<file path="config.mk">
export PLATFORM = sky130hd
export DESIGN_NAME = irq_and_error_status
export DESIGN_NICKNAME = d
export VERILOG_FILES = /design/src/rtl/irq_status_pkg.sv /design/src/rtl/irq_and_error_status.sv
export VERILOG_INCLUDE_DIRS = /design/src /design/src/rtl
export SDC_FILE = /design/constraint.sdc
export NUM_CORES = 1
export LEC_CHECK = 0
export ABC_AREA = 1
export BUFFER_PORTS_ARGS = -buffer_cell sky130_fd_sc_hd__clkbuf_2
export CAP_MARGIN = 0
export CORE_UTILIZATION = 46
export DETAILED_ROUTE_END_ITERATION = 10
export PLACE_DENSITY = 0.84
export SLEW_MARGIN = 10
export SYNTH_ARGS = -nofsm -noshare
export SYNTH_HDL_FRONTEND = slang
export SYNTH_SLANG_ARGS = --single-unit
</file>
<file path="constraint.sdc">
create_clock -name ref_clk -period 2 [get_ports ref_clk]
set_clock_uncertainty 0.2 [all_clocks]
set_input_delay 0.3 -clock ref_clk [delete_from_list [all_inputs] [get_ports ref_clk]]
set_output_delay 0.3 -clock ref_clk [all_outputs]
set_load 0.005 [all_outputs]
</file>
<file path="src/rtl/irq_status_map.svh">
// Register offsets, field positions and reset values of the request and error block.
`ifndef IRQ_STATUS_MAP_SVH
`define IRQ_STATUS_MAP_SVH
`define OFS_MAIN_IRQ_ENABLE 8'h02
`define OFS_AUX_IRQ_ENABLE 8'h03
`define OFS_MAIN_IRQ_REQUEST 8'h04
`define OFS_AUX_IRQ_REQUEST 8'h05
`define OFS_ERROR_STATUS 8'h06
`define OFS_IRQ_STATUS 8'h07
`define MARKER_BIT 7
`define MAIN_TX_BIT 6
`define MAIN_RX_BIT 5
`define MAIN_IDLE_BIT 4
`define MAIN_HI_BIT 3
`define MAIN_LO_BIT 2
`define MAIN_ERR_BIT 1
`define MAIN_TIMER_BIT 0
`define AUX_EDGE_BIT 4
`define AUX_CRC_BIT 2
`define AUX_VALID_MASK 8'h14
`define ERR_WRITE_BIT 7
`define ERR_HEAT_BIT 6
`define ERR_OVFL_BIT 4
`define ERR_COLL_BIT 3
`define ERR_CRC_BIT 2
`define ERR_PARITY_BIT 1
`define ERR_FRAME_BIT 0
`define ERR_VALID_MASK 8'hDF
`define MAIN_REQ_RESET 8'h14
`define MAIN_EN_RESET 8'h80
`define ZERO_BYTE 8'h00
`define INVERT_BIT 7
`define STATUS_IRQ_BIT 4
`define CMD_IDLE 4'h0
`define EDGE_SETTLE 2'h3
`define ONE_HOLD 2'h1
`define ZERO_HOLD 2'h0
`endif

</file>
<file path="src/rtl/irq_status_pkg.sv">
// Types shared by the request and error block.
package irq_status_pkg;
	typedef enum logic [1:0] {
		RATE_106,
		RATE_212,
		RATE_424,
		RATE_848
	} rx_rate_t;
	typedef enum logic {
		BUS_IDLE,
		BUS_ACK
	} bus_state_t;
endpackage : irq_status_pkg

</file>
<file path="src/rtl/irq_and_error_status.sv">
// Interrupt request latching, error status and IRQ pin logic behind a Wishbone slave.
// Operation
// [RULE1] Main marker bit selects set or clear
// [RULE2] Aux marker bit selects set or clear
// [RULE3] Transmit done sets main bit 6
// [RULE4] Valid receive end sets main bit 5
// [RULE5] Require-data option needs FIFO bytes present
// [RULE6] Command termination to idle sets bit 4
// [RULE7] Unknown command returns idle, sets bit 4
// [RULE8] Host-started idle command sets no flag
// [RULE9] FIFO high rise latches main bit 3
// [RULE10] FIFO low rise latches main bit 2
// [RULE11] Any error bit sets main bit 1
// [RULE12] Timer reaching zero sets main bit 0
// [RULE13] Input edges set aux bit 4
// [RULE14] Checksum command finished sets aux bit 2
// [RULE15] Illegal FIFO write sets error bit 7
// [RULE16] Overheat sets bit 6, drivers off
// [RULE17] Write to full FIFO sets bit 4
// [RULE18] Collision at 106 only, cleared at start
// [RULE19] Failed checked CRC sets bit 2
// [RULE20] Parity fail at 106 sets bit 1
// [RULE21] Bad frame or auth count sets bit 0
// [RULE22] Command start clears errors except overheat
// [RULE23] Enabled requests only reach IRQ
// [RULE24] Polarity bit inverts IRQ pin
// [RULE25] Marker write touches only written ones
// [RULE26] Reserved bits read zero, ignore writes
//
// Local design decision: the Wishbone register port.
`timescale 1ns/1ps
`include "irq_status_map.svh"

module irq_and_error_status (
	// Clock and reset.
	input wire logic ref_clk,
	input wire logic rst_n,
	// Wishbone slave.
	input wire logic wb_cyc_i,
	input wire logic wb_stb_i,
	input wire logic wb_we_i,
	input wire logic [7:0] wb_adr_i,
	input wire logic [3:0] wb_sel_i,
	input wire logic [31:0] wb_dat_i,
	output logic [31:0] wb_dat_o,
	output logic wb_ack_o,
	// Events from transmitter, receiver, timer and checksum unit.
	input wire logic tx_last_bit_sent,
	input wire logic rx_valid_end,
	input wire logic fifo_has_data,
	input wire logic rx_require_data_option,
	input wire logic rx_checksum_enable,
	input wire logic timer_reached_zero,
	input wire logic checksum_all_processed,
	input wire logic rx_startup,
	input wire irq_status_pkg::rx_rate_t rx_rate,
	input wire logic anticollision_active,
	input wire logic bit_collision_seen,
	input wire logic checksum_mismatch,
	input wire logic parity_mismatch,
	input wire logic bad_start_of_frame,
	input wire logic auth_byte_count_bad,
	// FIFO activity.
	input wire logic fifo_high_status,
	input wire logic fifo_low_status,
	input wire logic host_fifo_write,
	input wire logic internal_fifo_write,
	input wire logic fifo_full,
	input wire logic rf_response_window,
	// Command sequencer.
	input wire logic [3:0] active_command,
	input wire logic command_start,
	input wire logic [3:0] started_command,
	input wire logic started_command_known,
	input wire logic command_done,
	input wire logic card_authentication_command,
	input wire logic checksum_compute_command,
	// Asynchronous pins.
	input wire logic contactless_serial_input,
	input wire logic overheat_alarm,
	// Results.
	output logic force_idle_command,
	output logic antenna_driver_off,
	output logic irq_pin
);

	// Registered state.
	logic [7:0] main_irq_request;
	logic [7:0] aux_irq_request;
	logic [7:0] error_status;
	logic [7:0] main_irq_enable;
	logic [7:0] aux_irq_enable;
	logic [2:0] contactless_serial_input_sync;
	logic [1:0] heat_sync;
	logic prev_high;
	logic prev_low;
	logic [1:0] edge_hold;
	logic ack;
	logic [31:0] rdata;
	logic force_idle;
	logic drivers_off;
	logic pin;

	// Next values.
	logic [7:0] next_main_irq_request;
	logic [7:0] next_aux_irq_request;
	logic [7:0] next_error_status;
	logic [7:0] next_main_irq_enable;
	logic [7:0] next_aux_irq_enable;
	logic next_ack;
	logic [31:0] next_rdata;
	logic next_force_idle;
	logic next_drivers_off;
	logic next_pin;
	logic [2:0] next_contactless_serial_input_sync;
	logic [1:0] next_heat_sync;
	logic next_prev_high;
	logic next_prev_low;
	logic [1:0] next_edge_hold;

	// Decoded bus and event terms.
	logic access;
	logic wr_byte;
	logic [7:0] wbyte;
	logic irq_combined;
	logic contactless_serial_input_edge;
	logic heat;
	logic is_106;

	// The marker write covers only cycles with no ack pending, so a held request acts again every second cycle.
	assign access = wb_cyc_i && wb_stb_i && !ack;
	assign wr_byte = access && wb_we_i && wb_sel_i[0];
	assign wbyte = wb_dat_i[7:0];
	assign contactless_serial_input_edge = (contactless_serial_input_sync[2] ^ contactless_serial_input_sync[1]) && (edge_hold == `ZERO_HOLD); // [RULE13]
	assign heat = heat_sync[1];
	assign is_106 = (rx_rate == irq_status_pkg::RATE_106);
	assign irq_combined = |((main_irq_request & main_irq_enable) // [RULE23]
		| ({1'b0, aux_irq_request[6:0]} & {1'b0, aux_irq_enable[6:0]} & `AUX_VALID_MASK));

	// Error status; a hardware set in the same cycle as a command start wins.
	always_comb begin
		next_error_status = error_status;
		if (command_start) begin
			next_error_status = error_status & (8'h01 << `ERR_HEAT_BIT); // [RULE22]
		end
		if (rx_startup) begin
			next_error_status[`ERR_COLL_BIT] = 1'b0; // [RULE18]
			next_error_status[`ERR_CRC_BIT] = 1'b0; // [RULE19]
			next_error_status[`ERR_PARITY_BIT] = 1'b0; // [RULE20]
			next_error_status[`ERR_FRAME_BIT] = 1'b0; // [RULE21]
		end
		if (host_fifo_write && (card_authentication_command || rf_response_window)) begin
			next_error_status[`ERR_WRITE_BIT] = 1'b1; // [RULE15]
		end
		if (heat) begin
			next_error_status[`ERR_HEAT_BIT] = 1'b1; // [RULE16]
		end
		if ((host_fifo_write || internal_fifo_write) && fifo_full) begin
			next_error_status[`ERR_OVFL_BIT] = 1'b1; // [RULE17]
		end
		if (!is_106) begin
			next_error_status[`ERR_COLL_BIT] = 1'b0; // [RULE18]
		end else if (bit_collision_seen && anticollision_active) begin
			next_error_status[`ERR_COLL_BIT] = 1'b1; // [RULE18]
		end
		if (rx_checksum_enable && checksum_mismatch) begin
			next_error_status[`ERR_CRC_BIT] = 1'b1; // [RULE19]
		end
		if (is_106 && parity_mismatch) begin
			next_error_status[`ERR_PARITY_BIT] = 1'b1; // [RULE20]
		end
		if ((is_106 && bad_start_of_frame)
			|| (card_authentication_command && auth_byte_count_bad)) begin
			next_error_status[`ERR_FRAME_BIT] = 1'b1; // [RULE21]
		end
		next_error_status = next_error_status & `ERR_VALID_MASK; // [RULE26]
	end

	// Request registers: marker writes first, hardware sets last so they win.
	always_comb begin
		next_main_irq_request = main_irq_request;
		next_aux_irq_request = aux_irq_request;
		next_main_irq_enable = main_irq_enable;
		next_aux_irq_enable = aux_irq_enable;
		next_force_idle = 1'b0;
		if (wr_byte && wb_adr_i == `OFS_MAIN_IRQ_REQUEST) begin
			if (wbyte[`MARKER_BIT]) begin
				next_main_irq_request = main_irq_request | {1'b0, wbyte[6:0]}; // [RULE1] [RULE25]
			end else begin
				next_main_irq_request = main_irq_request & ~{1'b0, wbyte[6:0]}; // [RULE1] [RULE25]
			end
		end
		if (wr_byte && wb_adr_i == `OFS_AUX_IRQ_REQUEST) begin
			if (wbyte[`MARKER_BIT]) begin
				next_aux_irq_request = aux_irq_request | (wbyte & `AUX_VALID_MASK); // [RULE2] [RULE25]
			end else begin
				next_aux_irq_request = aux_irq_request & ~(wbyte & `AUX_VALID_MASK); // [RULE2] [RULE25]
			end
		end
		if (wr_byte && wb_adr_i == `OFS_MAIN_IRQ_ENABLE) begin
			next_main_irq_enable = wbyte;
		end
		if (wr_byte && wb_adr_i == `OFS_AUX_IRQ_ENABLE) begin
			next_aux_irq_enable = wbyte & (`AUX_VALID_MASK | 8'h80);
		end
		if (tx_last_bit_sent) begin
			next_main_irq_request[`MAIN_TX_BIT] = 1'b1; // [RULE3]
		end
		if (rx_valid_end && (!rx_require_data_option || fifo_has_data)) begin
			next_main_irq_request[`MAIN_RX_BIT] = 1'b1; // [RULE4] [RULE5]
		end
		if (command_done && active_command != `CMD_IDLE) begin
			next_main_irq_request[`MAIN_IDLE_BIT] = 1'b1; // [RULE6]
			next_force_idle = 1'b1; // [RULE6]
		end
		if (command_start && started_command != `CMD_IDLE && !started_command_known) begin
			next_main_irq_request[`MAIN_IDLE_BIT] = 1'b1; // [RULE7] [RULE8]
			next_force_idle = 1'b1; // [RULE7]
		end
		if (fifo_high_status && !prev_high) begin
			next_main_irq_request[`MAIN_HI_BIT] = 1'b1; // [RULE9]
		end
		if (fifo_low_status && !prev_low) begin
			next_main_irq_request[`MAIN_LO_BIT] = 1'b1; // [RULE10]
		end
		if (|error_status) begin
			next_main_irq_request[`MAIN_ERR_BIT] = 1'b1; // [RULE11]
		end
		if (timer_reached_zero) begin
			next_main_irq_request[`MAIN_TIMER_BIT] = 1'b1; // [RULE12]
		end
		if (contactless_serial_input_edge) begin
			next_aux_irq_request[`AUX_EDGE_BIT] = 1'b1; // [RULE13]
		end
		if (checksum_compute_command && checksum_all_processed) begin
			next_aux_irq_request[`AUX_CRC_BIT] = 1'b1; // [RULE14]
		end
		next_main_irq_request[`MARKER_BIT] = 1'b0; // [RULE26]
		next_aux_irq_request = next_aux_irq_request & `AUX_VALID_MASK; // [RULE26]
	end

	// Bus answer one cycle after the request.
	always_comb begin
		next_ack = access;
		next_rdata = 32'h0000_0000;
		if (access && !wb_we_i) begin
			case (wb_adr_i)
				`OFS_MAIN_IRQ_ENABLE: next_rdata[7:0] = main_irq_enable;
				`OFS_AUX_IRQ_ENABLE: next_rdata[7:0] = aux_irq_enable;
				`OFS_MAIN_IRQ_REQUEST: next_rdata[7:0] = main_irq_request;
				`OFS_AUX_IRQ_REQUEST: next_rdata[7:0] = aux_irq_request;
				`OFS_ERROR_STATUS: next_rdata[7:0] = error_status;
				`OFS_IRQ_STATUS: next_rdata[`STATUS_IRQ_BIT] = irq_combined;
				default: next_rdata = 32'h0000_0000;
			endcase
		end
	end

	// Pin outputs are registered so that a glitch in the request logic never reaches a pin.
	// The antenna goes off on the same edge that sets the error bit, and stays off while the alarm or that bit is present.
	always_comb begin
		next_drivers_off = heat || error_status[`ERR_HEAT_BIT]; // [RULE16]
		next_pin = irq_combined ^ main_irq_enable[`INVERT_BIT]; // [RULE24]
	end

	// Synchronisers and level history.
	// The edge detector stays blind while the chain fills after reset, so an input that idles
	// high raises no false edge; a real edge in those first cycles is missed as the trade-off.
	always_comb begin
		next_contactless_serial_input_sync = {contactless_serial_input_sync[1:0], contactless_serial_input};
		next_heat_sync = {heat_sync[0], overheat_alarm};
		next_prev_high = fifo_high_status;
		next_prev_low = fifo_low_status;
		next_edge_hold = edge_hold;
		if (edge_hold != `ZERO_HOLD) begin
			next_edge_hold = edge_hold - `ONE_HOLD;
		end
	end

	// Error group.
	always_ff @(posedge ref_clk or negedge rst_n) begin
		if (!rst_n) begin
			error_status <= `ZERO_BYTE;
		end else begin
			error_status <= next_error_status;
		end
	end

	// Request and enable group.
	always_ff @(posedge ref_clk or negedge rst_n) begin
		if (!rst_n) begin
			main_irq_request <= `MAIN_REQ_RESET;
			aux_irq_request <= `ZERO_BYTE;
			main_irq_enable <= `MAIN_EN_RESET;
			aux_irq_enable <= `ZERO_BYTE;
			force_idle <= 1'b0;
		end else begin
			main_irq_request <= next_main_irq_request;
			aux_irq_request <= next_aux_irq_request;
			main_irq_enable <= next_main_irq_enable;
			aux_irq_enable <= next_aux_irq_enable;
			force_idle <= next_force_idle;
		end
	end

	// Bus group.
	always_ff @(posedge ref_clk or negedge rst_n) begin
		if (!rst_n) begin
			ack <= 1'b0;
			rdata <= 32'h0000_0000;
		end else begin
			ack <= next_ack;
			rdata <= next_rdata;
		end
	end

	// Pin group.
	always_ff @(posedge ref_clk or negedge rst_n) begin
		if (!rst_n) begin
			drivers_off <= 1'b0;
			pin <= 1'b1;
		end else begin
			drivers_off <= next_drivers_off;
			pin <= next_pin;
		end
	end

	// Synchroniser group.
	always_ff @(posedge ref_clk or negedge rst_n) begin
		if (!rst_n) begin
			contactless_serial_input_sync <= 3'h0;
			heat_sync <= 2'h0;
			prev_high <= 1'b0;
			prev_low <= 1'b0;
			edge_hold <= `EDGE_SETTLE;
		end else begin
			contactless_serial_input_sync <= next_contactless_serial_input_sync;
			heat_sync <= next_heat_sync;
			prev_high <= next_prev_high;
			prev_low <= next_prev_low;
			edge_hold <= next_edge_hold;
		end
	end

	assign wb_ack_o = ack;
	assign wb_dat_o = rdata;
	assign force_idle_command = force_idle;
	assign antenna_driver_off = drivers_off;
	assign irq_pin = pin;

endmodule : irq_and_error_status

</file>
==> reports/metrics.csv <==
metric;value;unit
nets;470;
instances_no_fill;454;
rsz0062_at_grt;false;
clock_latency;0.30;ns
r2r_slack;0.46;ns
holdWs;0.00603;ns
ff2ff_path_depth;6;
ios;122;
synthToLayoutAreaGrowth;19.3;%
synth.top_cell.area_share;0.411;
crit_type;flip-flop to flip-flop;
drt_pre_antenna_iters;4;
cts_max_level;2;
cp-end-kind;flip-flop;
synth-compound-area-share;0.109;
fp.dieH;76.6;um
syn_inst;302;
run_status;finished clean;
fmax;651;MHz
start_util;0.489;
vdd_drop_max;0.384;mV
grt_pass1_wl;8760;um
synthSimpleGateAreaFrac;0.257;
cp_max_fo;9;
clk_path_buf_depth;2;
cts_made_buffers;5;
setup-violations-final;0;
yosysWarnings;0;
utilization;0.583;
power.leakage;0.00167;uW
netlist_area;2560;sq um
final_common_cell;clkbuf_2;
grt_max_degree;49;
port_buffers;70;
drive_above_1_share;0.318;
dp.cells;440;
clock_sinks;48;
ctsResizeCount;0;
worstSetupStartpointType;flip-flop;
reg2reg_from;wb_ack_o;
fin_crit_sh;0.769;
hold_viol_final;0;
endpoint;main_irq_request[6];
finalMaxSlewViolations;0;
grt_pass1_vias;2059;
synth_fa_ha_area_frac;0.00489;
die_w;76.6;um
synthDistinctLibCells;34;
drc;0;
track_usage;0.187;
cts_tree;done;
overflow;0;
cp-startpoint;wb_ack_o;
power;1800;uW
synth_top_family_by_area;simple AND/OR/NAND/NOR gates;
cts-root-buf;clkbuf_8;
synth_top_area_cell;dfrtp_1;
synth_xor_area_frac;0.0103;
core_area;5240;sq um
tns;0;ns
antenna_found_initial;0;
place_congestion;0.885;
hold_path.class;primary input to flip-flop;
wire_per_inst;11.3;um
vias;2125;
dieArea;5860;sq um
ys_ff_latch;48;
clk_pin_slew;0.08;ns
seq_area_frac_synth;0.472;
worstPathArrival;1.52;ns
required;1.98;ns
num_antenna_cells;0;
ant_nets;0;
fin_crit;1.54;ns
syn_area_per_cell;8.47;sq um
r2r_end;main_irq_request[6];
vias_per_cell;4.68;
drv_cap;0;
wl;5130;um
final_cell_mix;70 x clkbuf_2, 65 x nand2_1, 42 x dfrtp_1;
synth.area.mux_share;0;
post-cts-setup-buffer-count;0;
drt_iter0_markers;150;
ys_top_cells_by_area;dfrtp_1 41%, nand2_1 9.5%, buf_4 7.0%;
placementRows;26;
cellPowerDensity;590;nW/um^2
dp_hpwl;3970;um
-- where the power goes --
group	switching (uW)	total, uW	internal (uW)
sequential	19.8	1020	999
combinational	116	201	85.4
clock	298	580	282
-- worst min-delay path by stage --
stage / from / endpoint / slack (ns) / depth (start not counted)
floorplan: rst_n / antenna_driver_off / -0.20 / 0
global placement: rst_n / wb_ack_o / 0.11 / 2
detailed placement: rst_n / contactless_serial_input_sync[2] / 0.11 / 2
CTS: timer_reached_zero / main_irq_request[0] / 0.0009 / 2
global route: tx_last_bit_sent / main_irq_request[6] / 0.01 / 2
finish: tx_last_bit_sent / main_irq_request[6] / 0.006 / 2
-- timing repair --
item                                   CTS  global route
setup endpoints to repair                0             0
endpoints found under the hold margin   46             1
hold buffers                             5             1
-- cell families (layout without fill, tap and decap cells) --
family,after synthesis,count (layout)
xor+xnor,3,3
buf+inv,70,129
simple gates,134,134
other cells,1,24
compound gates,45,45
fa+ha+maj,1,1
flops,48,48
-- Yosys cell counts --
cell	number
nand2_1	65
dfrtp_1	42
inv_1	36
buf_4	24
o21ai_0	23
nand3_1	20
nor2_1	18
o21ai_2	8
nand2_2	7
dfstp_2	6
inv_2	6
a21oi_1	5
nand2_4	5
nand3b_1	5
o211ai_1	4
nor2_2	3
nor2_4	3
or2_2	3
buf_6	2
nand3_2	2
xor2_1	2
a211o_1	1
a21boi_0	1
a22oi_1	1
buf_2	1
conb_1	1
ha_1	1
inv_4	1
nand4_1	1
nor3_1	1
nor4_1	1
o22ai_1	1
o31ai_1	1
xnor2_1	1
-- routing by layer --
layer	up-vias	wire length [um]	global-route usage
li1	1066	-	-
met1	957	2290	0.231
met2	91	2460	0.324
met5	-	0	0
met4	0	86	0.0673
met3	11	287	0.0347
-- critical path, cell delays in order, from the launching register on --
cell	delay, ns
dfrtp_1	0.39
nor2_2	0.12
inv_1	0.09
nor2_4	0.21
nand2_4	0.13
o21ai_0	0.19
nand3b_1	0.10
-- sequential cells by signal, indices dropped and copies added (netlist names), 2 cells and up --
name and count:
aux_irq_enable 3, aux_irq_request 2, contactless_serial_input_sync 3, edge_hold 2, error_status 7, heat_sync 2, main_irq_enable 8, main_irq_request 7
wb_dat_o 8
-- through the flow --
stage / setup WS [ns] / cell area, sq um
floorplan: 0.619 / 2650
global placement: 0.307 / 2900
detailed placement: 0.277 / 2900
CTS: 0.474 / 3040
global route: 0.342 / 3050
finish: 0.463 / 3050
-- area by class of cell --
class | instances | area, sq um
tap | 70 | 87.6
timing repair buffer | 78 | 438
inverter | 43 | 164
fill | 460 | 2180
sequential | 48 | 1210
clock buffer | 8 | 90.1
multi-input combinational | 207 | 1060
Note: power is estimated with default switching activity, not from simulation.
